$ cat src/lfs_pkg.sv
// lfs_pkg: constants and types for the led fault and soft-start supervisor
// assumes a 250 MHz system clock and an external byte-wide register port
package lfs_pkg;

    // ***************************************************************
    // clocking and timing
    // ***************************************************************
    localparam int CLK_MHZ = 250;
    localparam int STEP_TIME_US = 2000;
    localparam int STEP_CYCLES = STEP_TIME_US * CLK_MHZ;
    localparam int NUM_CH = 8;
    localparam int SS_STEPS = 8;
    localparam int SS_DIVISOR = 9;
    localparam int OPEN_TIMEOUT_PERIODS = 6;
    localparam int SHORT_LIMIT = 3;

    // ***************************************************************
    // register map
    // ***************************************************************
    localparam logic [7:0] ADDR_FAULT_STATUS = 8'h02;
    localparam logic [7:0] ADDR_PROT_CONFIG = 8'h0f;

    // protection_config fields
    localparam int CFG_LEVEL_LSB = 0;
    localparam int CFG_SHORT_DIS_BIT = 2;
    localparam logic [7:0] CFG_RESET = 8'h01;
    localparam logic [1:0] LEVEL_3V = 2'h0;
    localparam logic [1:0] LEVEL_4V = 2'h1;
    localparam logic [1:0] LEVEL_5V = 2'h2;

    // fault_status fields
    localparam int FS_THERMAL_BIT = 0;
    localparam int FS_OPEN_BIT = 1;
    localparam int FS_SHORT_BIT = 2;
    localparam int FS_OVP_BIT = 3;
    localparam int FS_ALLOFF_BIT = 4;
    localparam int FS_SS_DONE_BIT = 5;

    // ***************************************************************
    // types
    // ***************************************************************
    typedef struct packed {
        logic at_target;
        logic well_below;
        logic over_3v;
        logic over_4v;
        logic over_5v;
    } lfs_ch_sense_s;

    typedef struct packed {
        logic ovp;
        logic temp_low;
        logic temp_high;
        logic stable;
    } lfs_global_sense_s;

    typedef enum logic [3:0] {
        CH_IDLE = 4'b0001,
        CH_GOOD = 4'b0010,
        CH_OPEN = 4'b0100,
        CH_OFF = 4'b1000
    } lfs_ch_state_e;

endpackage : lfs_pkg

$ cat src/lfs_channel.sv
// lfs_channel: per-channel good/open/short classification and disable
// assumes sense inputs synchronous to clk_sys_in
`timescale 1ns/100ps
module lfs_channel (
    input wire logic clk_sys_in,
    input wire logic resetn_in,
    input wire logic restart_in,
    input wire logic active_in,
    input wire lfs_pkg::lfs_ch_sense_s sense_in,
    input wire lfs_pkg::lfs_global_sense_s glob_in,
    input wire logic [1:0] level_in,
    input wire logic short_en_in,
    input wire logic pwm_period_in,
    output logic good_out,
    output logic open_out,
    output logic short_out,
    output logic off_out
);
    lfs_pkg::lfs_ch_state_e state_q, state_d;
    logic [2:0] tmo_q, tmo_d;
    logic short_q;

    // ***************************************************************
    // classification
    // ***************************************************************
    wire over_thr = (level_in == lfs_pkg::LEVEL_3V) ? sense_in.over_3v :
                    (level_in == lfs_pkg::LEVEL_5V) ? sense_in.over_5v : sense_in.over_4v;
    wire short_hit = short_en_in && over_thr && glob_in.stable && active_in;
    wire go_open_all = glob_in.ovp || glob_in.temp_low;
    wire low_open = glob_in.temp_low && sense_in.well_below;
    wire tmo_done = (tmo_q == 3'(lfs_pkg::OPEN_TIMEOUT_PERIODS));

    always_comb
    begin
        state_d = state_q;
        tmo_d = tmo_q;
        case (state_q)
            lfs_pkg::CH_IDLE:
            begin
                if (sense_in.at_target)
                    state_d = lfs_pkg::CH_GOOD;
                else if (go_open_all && active_in)
                    state_d = lfs_pkg::CH_OPEN;
                tmo_d = 3'h0;
            end
            lfs_pkg::CH_GOOD:
            begin
                // zener strings keep current up, so well_below at temp_low also sends them to open
                if ((!sense_in.at_target || low_open) && glob_in.stable)
                    state_d = lfs_pkg::CH_OPEN;
                tmo_d = 3'h0;
            end
            lfs_pkg::CH_OPEN:
            begin
                if (sense_in.at_target && !go_open_all && !low_open)
                begin
                    state_d = lfs_pkg::CH_GOOD;
                    tmo_d = 3'h0;
                end
                else if (tmo_done)
                    state_d = lfs_pkg::CH_OFF;
                else if (pwm_period_in)
                    tmo_d = tmo_q + 3'h1;
            end
            lfs_pkg::CH_OFF:
                state_d = lfs_pkg::CH_OFF;
            default:
                state_d = lfs_pkg::CH_IDLE;
        endcase
        if (restart_in)
        begin
            state_d = lfs_pkg::CH_IDLE;
            tmo_d = 3'h0;
        end
    end

    always_ff @(posedge clk_sys_in or negedge resetn_in)
    begin
        if (!resetn_in)
        begin
            state_q <= lfs_pkg::CH_IDLE;
            tmo_q <= 3'h0;
            short_q <= 1'b0;
        end
        else
        begin
            state_q <= state_d;
            tmo_q <= tmo_d;
            short_q <= restart_in ? 1'b0 : (short_q | short_hit);
        end
    end

    assign good_out = (state_q == lfs_pkg::CH_GOOD);
    assign open_out = (state_q == lfs_pkg::CH_OPEN) || (state_q == lfs_pkg::CH_OFF);
    assign short_out = short_q;
    assign off_out = (state_q == lfs_pkg::CH_OFF) || short_q;

endmodule : lfs_channel

$ cat src/lfs_ctrl.sv
// lfs_ctrl: led backlight supervisor with soft-start, fault handling and registers
// assumes a byte register port driven by a serial slave outside this block
`timescale 1ns/100ps

// ***************************************************************
// top level
// ***************************************************************
module lfs_ctrl (
    input wire logic clk_sys_in,
    input wire logic resetn_in,
    input wire logic chip_en_in,
    input wire logic input_undervoltage_lockout_in,
    input wire logic led_enable_in,
    input wire logic conducting_in,
    input wire logic pwm_period_in,
    input wire lfs_pkg::lfs_ch_sense_s [lfs_pkg::NUM_CH-1:0] ch_sense_in,
    input wire lfs_pkg::lfs_global_sense_s glob_in,
    input wire logic reg_wr_in,
    input wire logic reg_rd_in,
    input wire logic [7:0] reg_addr_in,
    input wire logic [7:0] reg_wdata_in,
    output logic [7:0] reg_rdata_out,
    output logic reg_ack_out,
    output logic [3:0] current_limit_step_out,
    output logic boost_en_out,
    output logic [lfs_pkg::NUM_CH-1:0] ch_en_out,
    output logic [lfs_pkg::NUM_CH-1:0] ch_open_out,
    output logic [lfs_pkg::NUM_CH-1:0] ch_short_out
);
    logic [7:0] cfg_q;
    logic [7:0] status_q;
    logic [7:0] rdata_q;
    logic ack_q;
    logic [3:0] step_q;
    logic [31:0] tick_q;
    logic cond_q;
    logic led_en_q;
    logic input_undervoltage_lockout_q;
    logic therm_q;
    logic alloff_q;
    logic [lfs_pkg::NUM_CH-1:0] good_w, open_w, short_w, off_w;

    // ***************************************************************
    // global control
    // ***************************************************************
    // undervoltage lockout and chip disable act as a synchronous soft reset
    wire soft_rst = input_undervoltage_lockout_in || !chip_en_in;
    wire led_on = led_en_q && !input_undervoltage_lockout_q && !therm_q;
    wire restart = (led_enable_in && !led_en_q) || soft_rst;
    wire sel_status = (reg_addr_in == lfs_pkg::ADDR_FAULT_STATUS);
    wire sel_cfg = (reg_addr_in == lfs_pkg::ADDR_PROT_CONFIG);
    wire bus_ok = chip_en_in;
    wire cfg_wr = reg_wr_in && sel_cfg && bus_ok;
    wire [1:0] lvl_raw = cfg_q[lfs_pkg::CFG_LEVEL_LSB +: 2];
    wire [1:0] level = (lvl_raw == 2'h3) ? lfs_pkg::LEVEL_4V : lvl_raw;
    wire short_en = !cfg_q[lfs_pkg::CFG_SHORT_DIS_BIT];
    wire tick_done = (tick_q == 32'(lfs_pkg::STEP_CYCLES - 1));
    wire step_adv = tick_done && (cond_q || conducting_in) && (step_q != 4'(lfs_pkg::SS_STEPS));
    wire [3:0] short_cnt;
    wire new_fault = |(off_w & ~short_w);
    // a further short on top of three shorted channels also counts as another fault
    wire limit_hit = (short_cnt > 4'(lfs_pkg::SHORT_LIMIT)) || new_fault;
    wire all_off = alloff_q || ((short_cnt >= 4'(lfs_pkg::SHORT_LIMIT)) && limit_hit);

    // count shorted channels
    function automatic logic [3:0] popcnt(input logic [lfs_pkg::NUM_CH-1:0] v);
        logic [3:0] c;
        c = 4'h0;
        for (int i = 0; i < lfs_pkg::NUM_CH; i++)
            c = c + {3'h0, v[i]};
        return c;
    endfunction : popcnt
    assign short_cnt = popcnt(short_w);

    // ***************************************************************
    // channels
    // ***************************************************************
    genvar g;
    generate
        for (g = 0; g < lfs_pkg::NUM_CH; g++)
        begin : g_ch
            lfs_channel u_ch (
                .clk_sys_in(clk_sys_in),
                .resetn_in(resetn_in),
                .restart_in(restart),
                .active_in(led_on),
                .sense_in(ch_sense_in[g]),
                .glob_in(glob_in),
                .level_in(level),
                .short_en_in(short_en),
                .pwm_period_in(pwm_period_in),
                .good_out(good_w[g]),
                .open_out(open_w[g]),
                .short_out(short_w[g]),
                .off_out(off_w[g])
            );
        end
    endgenerate

    // ***************************************************************
    // soft-start sequencer
    // ***************************************************************
    always_ff @(posedge clk_sys_in or negedge resetn_in)
    begin
        if (!resetn_in)
        begin
            step_q <= 4'h1;
            tick_q <= 32'h0;
            cond_q <= 1'b0;
        end
        else if (restart || !led_on)
        begin
            step_q <= 4'h1;
            tick_q <= 32'h0;
            cond_q <= 1'b0;
        end
        else
        begin
            if (step_adv)
            begin
                step_q <= step_q + 4'h1;
                cond_q <= 1'b0;
                tick_q <= 32'h0;
            end
            else
            begin
                cond_q <= cond_q | conducting_in;
                tick_q <= tick_done ? tick_q : tick_q + 32'h1;
            end
        end
    end

    // ***************************************************************
    // enable, fault latches and registers
    // ***************************************************************
    always_ff @(posedge clk_sys_in or negedge resetn_in)
    begin
        if (!resetn_in)
        begin
            cfg_q <= lfs_pkg::CFG_RESET;
            led_en_q <= 1'b0;
            input_undervoltage_lockout_q <= 1'b0;
            therm_q <= 1'b0;
            alloff_q <= 1'b0;
            status_q <= 8'h0;
        end
        else if (soft_rst)
        begin
            cfg_q <= lfs_pkg::CFG_RESET;
            led_en_q <= 1'b0;
            input_undervoltage_lockout_q <= input_undervoltage_lockout_in;
            therm_q <= 1'b0;
            alloff_q <= 1'b0;
            status_q <= 8'h0;
        end
        else
        begin
            if (cfg_wr)
                cfg_q <= reg_wdata_in;
            led_en_q <= led_enable_in;
            // lockout and thermal latch clear on host disable; soft reset loads them with the lockout input and zero
            if (!led_enable_in)
            begin
                input_undervoltage_lockout_q <= 1'b0;
                therm_q <= 1'b0;
                alloff_q <= 1'b0;
            end
            else
            begin
                therm_q <= therm_q | glob_in.temp_high;
                alloff_q <= all_off;
            end
            status_q[lfs_pkg::FS_THERMAL_BIT] <= status_q[lfs_pkg::FS_THERMAL_BIT] | glob_in.temp_high;
            status_q[lfs_pkg::FS_OPEN_BIT] <= status_q[lfs_pkg::FS_OPEN_BIT] | (|open_w);
            status_q[lfs_pkg::FS_SHORT_BIT] <= status_q[lfs_pkg::FS_SHORT_BIT] | (|short_w);
            status_q[lfs_pkg::FS_OVP_BIT] <= status_q[lfs_pkg::FS_OVP_BIT] | glob_in.ovp;
            status_q[lfs_pkg::FS_ALLOFF_BIT] <= status_q[lfs_pkg::FS_ALLOFF_BIT] | all_off;
            status_q[lfs_pkg::FS_SS_DONE_BIT] <= (step_q == 4'(lfs_pkg::SS_STEPS));
            status_q[7:6] <= 2'h0;
        end
    end

    // ***************************************************************
    // register read port
    // ***************************************************************
    wire [7:0] rd_mux = sel_status ? status_q : (sel_cfg ? cfg_q : 8'h00);

    always_ff @(posedge clk_sys_in or negedge resetn_in)
    begin
        if (!resetn_in)
        begin
            rdata_q <= 8'h00;
            ack_q <= 1'b0;
        end
        else
        begin
            if (reg_rd_in && bus_ok)
                rdata_q <= rd_mux;
            ack_q <= (reg_rd_in || reg_wr_in) && bus_ok;
        end
    end

    // ***************************************************************
    // outputs
    // ***************************************************************
    assign reg_rdata_out = rdata_q;
    assign reg_ack_out = ack_q;
    assign current_limit_step_out = led_on ? step_q : 4'h0;
    assign boost_en_out = led_on && !alloff_q && !soft_rst;
    assign ch_en_out = (led_on && !alloff_q && !soft_rst) ? ~off_w : '0;
    assign ch_open_out = open_w;
    assign ch_short_out = short_w;

endmodule : lfs_ctrl

$ cat config.mk
export PLATFORM = sky130hd
export DESIGN_NAME = lfs_ctrl
export DESIGN_NICKNAME = d
export VERILOG_FILES = /design/src/lfs_pkg.sv /design/src/lfs_channel.sv /design/src/lfs_ctrl.sv
export SDC_FILE = /design/constraint.sdc
export NUM_CORES = 1
export LEC_CHECK = 0
export ABC_AREA = 1
export BUFFER_PORTS_ARGS = -buffer_cell sky130_fd_sc_hd__buf_2
export CAP_MARGIN = 20
export CORE_MARGIN = 2
export CORE_UTILIZATION = 35
export DETAILED_ROUTE_END_ITERATION = 7
export HOLD_SLACK_MARGIN = 0.05
export PLACE_DENSITY_LB_ADDON = 0.1
export SYNTH_ARGS = -nofsm -noshare
export SYNTH_HDL_FRONTEND = slang
export SYNTH_SLANG_ARGS = --single-unit
$ cat constraint.sdc
create_clock -name clk_sys_in -period 2.9 [get_ports clk_sys_in]
set_input_delay 0.29 -clock clk_sys_in [delete_from_list [all_inputs] [get_ports clk_sys_in]]
set_output_delay 0.29 -clock clk_sys_in [all_outputs]
set_load 0.01 [all_outputs]
After elaboration in Yosys (flattened, before gate mapping)
Cells that the tools add are included.
{"block": "word_totals", "register_bits": 130, "in_bits": 69, "output_inout_bits": 38, "word_cells": 460}
{"block": "classes", "addsub": 17, "n_lt_le_gt_ge": 2, "n_eq_ne": 89, "muxes": 135, "bitwise_logic": 18, "reduce_logical": 164}
{"op": "4-bit 2-to-1 mux", "count": 44}
{"op": "4-bit one-hot mux with 4 select lines", "count": 8}
{"op": "3-bit 2-to-1 mux", "count": 32}
{"op": "32-bit 2-to-1 mux", "count": 3}
{"op": "1-bit logical AND", "count": 69}
{"op": "4-bit != test (second input constant)", "count": 15}
{"op": "3-bit one-hot mux with 2 select lines", "count": 8}
{"op": "3-bit AND reduction", "count": 16}
{"op": "8-bit 2-to-1 mux", "count": 5}
{"op": "4-bit equality test (second input constant)", "count": 9}
{"op": "4-bit by 2-bit != test with 1-bit output (second input constant)", "count": 9}
{"op": "1-bit 2-to-1 mux", "count": 33}
{"op": "32-bit by 1-bit adder with 32-bit output (second input constant)", "count": 1}
{"op": "32-bit by 19-bit equality test with 1-bit output (second input constant)", "count": 1}
{"op": "4-bit by 1-bit equality test with 1-bit output (second input constant)", "count": 8}
{"op": "4-bit by 2-bit equality test with 1-bit output (second input constant)", "count": 8}
{"op": "4-bit by 3-bit equality test with 1-bit output (second input constant)", "count": 8}
{"op": "1-bit logical OR", "count": 32}
{"op": "4-bit by 3-bit != test with 1-bit output (second input constant)", "count": 8}
{"op": "1-bit logical NOT", "count": 25}
{"op": "3-bit by 1-bit adder with 3-bit output (second input constant)", "count": 8}
{"op": "3-bit equality test (second input constant)", "count": 8}
{"op": "3-bit nonzero test", "count": 8}
{"op": "8-bit OR reduction", "count": 3}
{"op": "other kinds (23)", "count": 56}

Longest topological paths before layout
Gate-level depths: netlist of the first run.
{"block": "logic_depth", "ltp_word": 13, "mapped_depth": 13}

By module
From an unflattened synthesis of the first run, not the netlist that was laid out.
{"block": "unflattened", "cells_unflattened": 1287, "hier_area_um2": 9056.2}
{"module": "lfs_channel", "instances": 8, "cells_per_inst": 88, "area_each_um2": 634.4, "seq_area_each_um2": 201.4}
{"module": "lfs_ctrl", "instances": 1, "cells_per_inst": 583, "area_each_um2": 3981.3, "seq_area_each_um2": 1604.0}

Worst setup path before layout of the first run
Ideal clock, no wire load.
{"block": "synth_path", "kind": "reg2reg", "startpoint": "register g_ch[1].u_ch.short_q", "endpoint": "register status_q[4]", "arrival_ps": 2887, "path_slack_ps": -99, "path_stages_with_launch": 14, "path_cell_list": "dfrtp_1 > inv_1 > fa_1 > fa_1 > fa_1 > inv_1 > ha_1 > inv_1 > fa_1 > nand2_1 > nor3b_1 > nand3_1 > nand2_1 > inv_1"}
{"block": "synth_between", "elab_chain_cells": 13, "word_cells_on_any_way": 18}
{"item": "from (decl)", "line": "lfs_channel.sv:21", "rtl": "logic short_q;"}
{"item": "from (signal assigned)", "line": "lfs_channel.sv:89", "rtl": "short_q <= restart_in ? 1'b0 : (short_q | short_hit);"}
{"item": "1-bit by 1-bit adder with 2-bit output", "line": "lfs_ctrl.sv:70", "rtl": "c = c + {3'h0, v[i]};"}
{"item": "2-bit by 1-bit adder with 3-bit output", "line": "lfs_ctrl.sv:70"}
{"item": "3-bit by 1-bit adder with 4-bit output", "line": "lfs_ctrl.sv:70"}
{"item": "4-bit by 1-bit adder with 4-bit output (4 in a row)", "line": "lfs_ctrl.sv:70"}
{"item": "4-bit by 2-bit > comparator with 1-bit output", "line": "lfs_ctrl.sv:62", "rtl": "wire limit_hit = (short_cnt > 4'(lfs_pkg::SHORT_LIMIT)) || new_fault;"}
{"item": "1-bit logical OR", "line": "lfs_ctrl.sv:62"}
{"item": "1-bit logical AND *", "line": "lfs_ctrl.sv:63", "rtl": "wire all_off = alloff_q || ((short_cnt >= 4'(lfs_pkg::SHORT_LIMIT)) && limit_hit);"}
{"item": "1-bit logical OR *", "line": "lfs_ctrl.sv:63"}
{"item": "1-bit bitwise OR *", "line": "lfs_ctrl.sv:177", "rtl": "status_q[lfs_pkg::FS_ALLOFF_BIT] <= status_q[lfs_pkg::FS_ALLOFF_BIT] | all_off;"}
{"item": "6-bit 2-to-1 mux *", "line": "lfs_ctrl.sv:147", "rtl": "else if (soft_rst)"}
{"item": "to (signal, indexed assignment)", "line": "lfs_ctrl.sv:176", "rtl": "status_q[lfs_pkg::FS_OVP_BIT] <= status_q[lfs_pkg::FS_OVP_BIT] | glob_in.ovp;"}
{"item": "to (signal, indexed assignment)", "line": "lfs_ctrl.sv:177"}
{"item": "to (signal, indexed assignment)", "line": "lfs_ctrl.sv:178", "rtl": "status_q[lfs_pkg::FS_SS_DONE_BIT] <= (step_q == 4'(lfs_pkg::SS_STEPS));"}
{"item": "to (decl)", "line": "lfs_ctrl.sv:31", "rtl": "logic [7:0] status_q;"}
Every way passes the cells marked *; elsewhere a longest branch is shown, timed or not.
A chain may end at the register's enable or synchronous reset.

Final worst setup path of the first run
{"block": "layout_path", "startpoint": "register g_ch[3].u_ch.short_q", "endpoint": "register status_q[4]"}
{"block": "layout_between", "elab_chain_cells": 11, "word_cells_on_any_way": 16}
{"item": "from (decl)", "line": "lfs_channel.sv:21"}
{"item": "from (signal assigned)", "line": "lfs_channel.sv:89"}
{"item": "3-bit by 1-bit adder with 4-bit output", "line": "lfs_ctrl.sv:70"}
{"item": "4-bit by 1-bit adder with 4-bit output (4 in a row)", "line": "lfs_ctrl.sv:70"}
{"item": "4-bit by 2-bit > comparator with 1-bit output", "line": "lfs_ctrl.sv:62"}
{"item": "1-bit logical OR", "line": "lfs_ctrl.sv:62"}
{"item": "1-bit logical AND *", "line": "lfs_ctrl.sv:63"}
{"item": "1-bit logical OR *", "line": "lfs_ctrl.sv:63"}
{"item": "1-bit bitwise OR *", "line": "lfs_ctrl.sv:177"}
{"item": "6-bit 2-to-1 mux *", "line": "lfs_ctrl.sv:147"}
Marks and branches as above.

==> results.md, run 1 <==
- Pint: 0.00344 W
- Die width: about 160 um
- Clk_skew: 8.52 ps
- Nets: roughly 1400
- TritonCTS clock tree: yes
- Max stage delay on crit path: about 510 ps
- Port Buf Inserts: roughly 110
- Flop pwr share: 0.408
- Max Clock Freq: approximately 0.33 GHz
- Starting Density: 0.353
- Syn_area_per_cell: a little over 7 um^2
- WHS: 67.9 ps
- CP startpoint kind: register
- Final worst setup slack: -115 ps
- Max-Cap Viols: 0
- Leak: ~4.8 nW
- Worst reg-to-reg setup slack: -110 ps
- Worst EP arrival: about 3300 ps
- Post-Route WL: 23.8 mm
- Crit path depth: 13
- Part of the power in combinational logic: 0.079
- Initial DRC count: 430
- WS Path Type: register to register
- CTS Buffer Depth: 2
- Hold-critical path depth: 3
- Die area: ~0.025 mm^2
- First drt pass iteration count: 7
- Worst-path cell chain: inv_1 -> fa_1 -> fa_1 -> fa_1 -> inv_1 -> ha_2 -> inv_2 -> fa_2 -> nor2_1 -> nand2_1 -> nand3_1 -> nand2_1 -> inv_1
- Routed WL per cell: around 15 um
- H-tree levels: 4
- Sequential share of the synthesized area: 0.392
- IO Count: 107
- Slew Limit Fails: 0
- Vias per cell: approximately 4.8
- #FFs+latches synth: ~130
- Num rows: 56
- Diode count: 0
- WP data required: about 3200 ps
- VDD IR max: just over 300 uV
- GRT overflow: 0
- Post-route minimum period: roughly 3000 ps
- CP endpoint kind: register
- Setup violators final: 2
- Placer Congestion: 0.852
- Power, Total: 0.00452 W
- NetSw: approximately 0.0011 W
- Number of synthesized flops with an enable pin: 0
- Core Area: about 0.023 mm^2
- Slew headroom: 0.593
- Syn_nets: 1238
- Failing checks: negative setup slack
- Clock power frac: 0.513
- Worst Hold Endpoint: cfg_q[5]
- Slowest-stage cell, CP: fa_1
- Chip Height: ~160 um
- Initial antenna violation count: 0
- Layout cell share with drive strength beyond 1: 0.186
- Status: finished with violations
- CTS sink cnt: 128
- Global-route wire length before repair: approximately 38 mm
- ANT nets after route: 0
- Final hold vios: 0
- Switch share: 0.239
- DP HPWL: approximately 18 mm
- R2R Path End: status_q[4]
- CTS buffer count: 17
- Measured slew at the worst slew-check pin: 608 ps
- Cell count after synthesis: roughly 1100
- Routed vias: between 7000 and 8000
- Worst path top cell family by delay: adder cells
- Yosys warning total: 0
- Fin crit share: 1.04
- Syn Std Cell Area: 0.00820 mm^2
- Hold_sp: reg_wdata_in[5]
- Skew-Pair Late Insertion Delay: 420 ps
- Total GRT Usage: 0.202
- Clock slew at reported path FFs: 60 ps
- Root Driver: clkbuf_16
- Crit path from: g_ch[3].u_ch.short_out
- Distinct cells, synth: a little over 50
- R2R cell count: 13
- Largest net degree at the start of global routing: 64
- Pre-CTS WS: -132 ps
- Buf+Inv Stages, Crit Path: 4
- PwrDens: 465 mW/mm^2
- Main synth FF type: dfrtp_1
- Hold Crit Class: primary input to register
- Unrepaired setup endpoints after global routing: yes
- Worst R2R Start: g_ch[3].u_ch.short_out
- Number of global-route vias before repair: around 7300
- Area grow syn2layout: 18.3%
- Max FO, Critical Path: 2
- DRC: 0
- Post-synth ARST share: 1.00
-- sequential cells by signal (all words and copies together), names as in the netlist --
register	flops
reg_ack_out	1
led_en_q	1
cfg_q	8
cond_q	1
input_undervoltage_lockout_q	1
g_ch.u_ch.tmo_q	24
reg_rdata_out	8
step_q	4
therm_q	1
status_q	6
tick_q	32
alloff_q	1
g_ch.u_ch.short_out	8
g_ch.u_ch.state_q	32
-- area by class of cell --
class | instances | area (um^2)
repair buffers | 127 | 712
well taps | 319 | 399
clock buffers | 22 | 474
flip-flops and latches | 128 | 3220
multi-input cells | 841 | 4220
clock inverters | 10 | 159
fillers | 2479 | 13600
inverters | 139 | 527
-- per-stage QoR --
stage | utilization | std cells | area (um^2) | setup TNS, ps
floorplan | - | 1142 | 8210 | -12.6
global placement | 0.388 | 1551 | 9030 | -83.0
detailed placement | 0.388 | 1551 | 9030 | -210
CTS | 0.417 | 1586 | 9710 | -177
global route | 0.417 | 1586 | 9710 | -517
finish | 0.417 | 1586 | 9710 | -192
-- layout by cell type, fill, tap and decap left out, drive strengths merged --
master       Yosys  routed
a41oi            1       1
fa               4       4
nand4           15      15
dfrtp          118     118
a22oi            2       2
and3             1       1
ha              23      23
nor2           205     205
nor4             8       8
nand2          300     300
nand3b           1       1
nor3            38      38
o21ai           48      48
clkinv           1       5
inv            138     138
dlygate4sd3      0       2
dfstp           10      10
clkinvlp         0       2
o22ai            2       2
a21oi           26      26
nor3b            3       3
o31ai            3       3
clkbuf           1      22
a31oi            7       7
or2              5       5
o211ai           7       7
bufinv           0       4
xor2            13      13
buf             33     125
xnor2            9       9
o221ai           1       1
nand3          117     117
and2             1       1
a211oi           1       1
-- metal layers --
metal | track usage | share of wire | vias to the layer above
li1 | - | - | 3878
met1 | 0.287 | 0.51 | 3531
met2 | 0.311 | 0.43 | 162
met3 | 0.0347 | 0.042 | 33
met4 | 0.0671 | 0.021 | 0
met5 | 0 | 0 | -
-- cells in the mapped netlist (2+ instances only) --
| library cell | instances | area (um^2) |
|---|---|---|
| nand3_1 | 113 | 566 |
| nor3_2 | 5 | 50.1 |
| nor3_1 | 33 | 165 |
| or2_2 | 5 | 31.3 |
| ha_1 | 23 | 288 |
| inv_2 | 9 | 33.8 |
| nand2_2 | 9 | 56.3 |
| o211ai_1 | 6 | 45.0 |
| o31ai_1 | 2 | 15.0 |
| nor2_1 | 184 | 691 |
| nor4_1 | 7 | 43.8 |
| a21oi_1 | 25 | 125 |
| o21ai_1 | 16 | 80.1 |
| nor3b_1 | 2 | 15.0 |
| buf_4 | 20 | 150 |
| nand2_1 | 289 | 1080 |
| nand2_4 | 2 | 22.5 |
| nand3_2 | 4 | 40.0 |
| a31oi_1 | 7 | 43.8 |
| o21ai_0 | 30 | 150 |
| nor2_2 | 17 | 106 |
| fa_1 | 4 | 80.1 |
| dfrtp_1 | 118 | 2950 |
| xor2_1 | 13 | 114 |
| dfstp_2 | 10 | 263 |
| buf_6 | 5 | 56.3 |
| a22oi_1 | 2 | 15.0 |
| o22ai_1 | 2 | 12.5 |
| xnor2_1 | 9 | 78.8 |
| inv_1 | 129 | 484 |
| nand4_1 | 14 | 87.6 |
| buf_2 | 6 | 30.0 |
| o21ai_2 | 2 | 17.5 |
| nor2_4 | 3 | 33.8 |
-- power groups by stage --
stage	Combinational [W]	Sequential [W]	Clock [W]
floorplan	0.000185	0.00187	0
global placement	0.000359	0.00188	0
CTS	0.000362	0.00184	0.00237
global route	0.000405	0.00185	0.00244
finish	0.000355	0.00184	0.00232
detailed placement	0.000359	0.00188	0
-- worst max path at each step --
stage                   to  slack, ps
2_1_floorplan  status_q[4]        -10
6_report       status_q[4]       -110
3_3_place_gp   status_q[4]        -70
5_1_grt        status_q[4]       -280
3_5_place_dp   status_q[4]       -130
4_1_cts        status_q[4]       -100
-- logic make-up after synthesis --
logic type,share of synthesized area
and+or+nand+nor,0.375
DFF,0.392
xor gates and xnor gates,0.0235
AOI/OAI and AO/OA,0.0686
buffers and inverters,0.0958
adders and majority gates,0.0448
-- repair_timing --
action | 4_1_cts | 5_1_grt
gates cloned | 0 | 0
setup buffers | 1 | 0
hold buffers | 2 | 0
endpoints found under the hold margin | 43 | 0
gates resized for setup | 4 | 1
endpoints found under the setup margin | 2 | 2
-- worst min-delay path, cell delays in order --
cell,delay [ps]
buf_2,80
nand2_1,40
nand2_1,50
No activity file was read; power rests on OpenSTA's default activity.
==> inputs of run 2 (changes only) <==
--- a/config.mk
+++ b/config.mk
@@ -8,10 +8,11 @@
 export ABC_AREA = 1
 export BUFFER_PORTS_ARGS = -buffer_cell sky130_fd_sc_hd__buf_2
 export CAP_MARGIN = 20
-export CORE_MARGIN = 2
+export CORE_MARGIN = 10
 export CORE_UTILIZATION = 35
 export DETAILED_ROUTE_END_ITERATION = 7
 export HOLD_SLACK_MARGIN = 0.05
+export MAX_ROUTING_LAYER = met4
 export PLACE_DENSITY_LB_ADDON = 0.1
 export SYNTH_ARGS = -nofsm -noshare
 export SYNTH_HDL_FRONTEND = slang
==> run 2 against run 1 <==
- the run still ends with negative setup slack left
- flip-flop and latch count did not move
- register-to-register slack barely moved
- combinational power fell by 1%
- sequential power barely moved
- wire length rose by 2.3%
- critical path type unchanged
- count of clock-buffer cells in the layout fell by 3
==> results.md, run 2 (synthesized netlist as in run 1, its figures left out) <==
- Hold-critical path depth: 3 (unchanged)
- Placer Congestion: 0.892 (+4.6%)
- Final worst setup slack: -101 ps (+13.5 ps)
- Port Buf Inserts: 106 (unchanged)
- Final hold vios: 0 (unchanged)
- CTS sink cnt: 128 (unchanged)
- Part of the power in combinational logic: 0.080 (about the same)
- Slew headroom: 0.546 (-0.0472)
- Power, Total: 0.00435 W (-3.6%)
- Filler cell count in the final layout: 2414 (-2.6%)
- Area grow syn2layout: 17.2%
- Initial antenna violation count: 0 (unchanged)
- Initial DRC count: 596 (+39%)
- Vias per cell: 4.81 (+0.33%)
- Largest net degree at the start of global routing: 68 (+6.3%)
- Worst EP arrival: 3310 ps (-20 ps)
- DP HPWL: 18.8 mm (+3.9%)
- Measured slew at the worst slew-check pin: 681 ps (+73.1 ps)
- Die area: 0.0300 mm^2 (+21%)
- Starting Density: 0.359 (+0.00641)
- Clock power frac: 0.496 (-0.017)
- PwrDens: 453 mW/mm^2 (-2.7%)
- Diode count: 0 (unchanged)
- Final instance area: 0.00962 mm^2 (-0.94%)
- Worst R2R Start: g_ch[0].u_ch.short_out
- CTS Buffer Depth: 2 (unchanged)
- Max FO, Critical Path: 2 (unchanged)
- Chip Height: 173 um (+10%)
- WS Path Type: register to register
- CP endpoint kind: register
- GRT overflow: 0 (unchanged)
- Root Driver: clkbuf_16
- Core Area: 0.0228 mm^2 (-1.8%)
- ANT nets after route: 0 (unchanged)
- R2R cell count: 13 (unchanged)
- IO Count: 107 (unchanged)
- R2R Path End: status_q[4]
- CP startpoint kind: register
- Max-Cap Viols: 0 (unchanged)
- H-tree levels: 4 (unchanged)
- Layout cell share with drive strength beyond 1: 0.186 (-0.000349)
- Die width: 173 um (+10%)
- Worst reg-to-reg setup slack: -100 ps (about the same)
- Hold Crit Class: primary input to register
- NetSw: 0.00111 W (+3.0%)
- Placed instance area: 0.00901 mm^2 (-0.30%)
- Post-Route WL: 24.3 mm (+2.3%)
- Largest registers: g_ch.u_ch.state_q x32, tick_q x32, g_ch.u_ch.tmo_q x24
- Switch share: 0.255 (+0.0165)
- Status: finished with violations
- Nets: 1347 (-0.22%)
- Fin crit share: 1.03 (-0.00467)
- Commonest non-fill, non-tap cell in the layout: nand2_1
- WP data required: 3210 ps (about the same)
- CTS buffer count: 17 (unchanged)
- Global-route wire length before repair: 40.1 mm (+4.6%)
- Critical path destination: status_q[4]
- Post-route minimum period: 3000 ps (-13.5 ps)
- VDD IR max: 297 uV (-1.7%)
- Crit path from: g_ch[0].u_ch.short_out
- Most frequent cells in the layout: nand2_1 (289), nor2_1 (184), inv_1 (126)
- Num rows: 55 (-1.8%)
- Pint: 0.00324 W (-5.7%)
- Total GRT Usage: 0.169 (-0.0329)
- First drt pass iteration count: 5 (-2)
- Routed WL per cell: 15.4 um (+2.9%)
- Slew Limit Fails: 0 (unchanged)
- DRC: 0 (unchanged)
- Setup violators final: 2 (unchanged)
- Clock slew at reported path FFs: 60 ps (about the same)
- Routed vias: 7586 (-0.24%)
- Number of global-route vias before repair: 7478 (+2.3%)
- TritonCTS clock tree: yes
- Flop pwr share: 0.423 (+0.015)
- Unrepaired setup endpoints after global routing: yes
- Failing checks: negative setup slack
- Clk_skew: 9.81 ps (+1.29 ps)
- Max Clock Freq: 0.333 GHz (+0.45%)
- Skew-Pair Late Insertion Delay: 420 ps (about the same)
- Leak: 4.80 nW (-0.84%)
run 2: power groups by stage:
stage / clock network (W) / logic, W / registers (W)
finish: 0.00216 / 0.000350 / 0.00184
floorplan: 0 / 0.000185 / 0.00187
global placement: 0 / 0.000354 / 0.00187
detailed placement: 0 / 0.000353 / 0.00187
global route: 0.00230 / 0.000399 / 0.00185
CTS: 0.00222 / 0.000355 / 0.00184
run 2: how the worst min path moves through the flow:
stage | from | endpoint | slack, ps
floorplan | resetn_in | alloff_q | -6
global placement | resetn_in | reg_rdata_out[7] | 340
detailed placement | resetn_in | reg_rdata_out[7] | 340
CTS | reg_wdata_in[4] | cfg_q[4] | 50
global route | reg_wdata_in[6] | cfg_q[6] | 60
finish | reg_wdata_in[5] | cfg_q[5] | 70
run 2: critical path, cell delays in order, from the launching register on:
cell and delay, ps:
dfrtp_1 360, inv_2 50, fa_1 550, fa_1 430, fa_1 430, inv_1 70, ha_2 180, inv_2 40
fa_2 510, nor2_1 50, nand2_1 80, nand3_1 70, nand2_1 60, inv_1 30
run 2: cell type report:
class | instances | area, um^2 | area share
clock inverter | 13 | 138 | 0.0143
inverter | 139 | 527 | 0.0548
timing repair buffer | 124 | 674 | 0.0701
multi-input combinational | 841 | 4220 | 0.439
tap | 313 | 392 | 0.0407
sequential | 128 | 3220 | 0.334
clock buffer | 19 | 453 | 0.0471
run 2: per-layer routing:
| layer | part of all wire | vias to the layer above | global-route usage |
|---|---|---|---|
| li1 | - | 3860 | - |
| met1 | 0.51 | 3501 | 0.232 |
| met2 | 0.43 | 203 | 0.248 |
| met3 | 0.050 | 22 | 0.0375 |
| met4 | 0.010 | 0 | 0.0388 |
| met5 | 0 | - | - |
run 2: repair_timing:
item                                    in CTS  in global routing
setup buffers                                0                  0
resized for setup                            4                  0
pin swaps                                    1                  0
endpoints found under the hold margin       58                  0
hold buffers                                 1                  0
endpoints found under the setup margin       2                  2
run 2: metrics by stage:
stage | util | setup WS (ps) | setup TNS, ps | std cells | hold slack, ps
2_1_floorplan | - | -12.6 | -12.6 | 1142 | -5.59
3_3_place_gp | 0.394 | -79.9 | -83.6 | 1544 | 343
3_5_place_dp | 0.394 | -109 | -148 | 1544 | 343
4_1_cts | 0.421 | -101 | -145 | 1577 | 52.9
5_1_grt | 0.421 | -246 | -446 | 1577 | 60.4
6_report | 0.421 | -101 | -161 | 1577 | 72.7
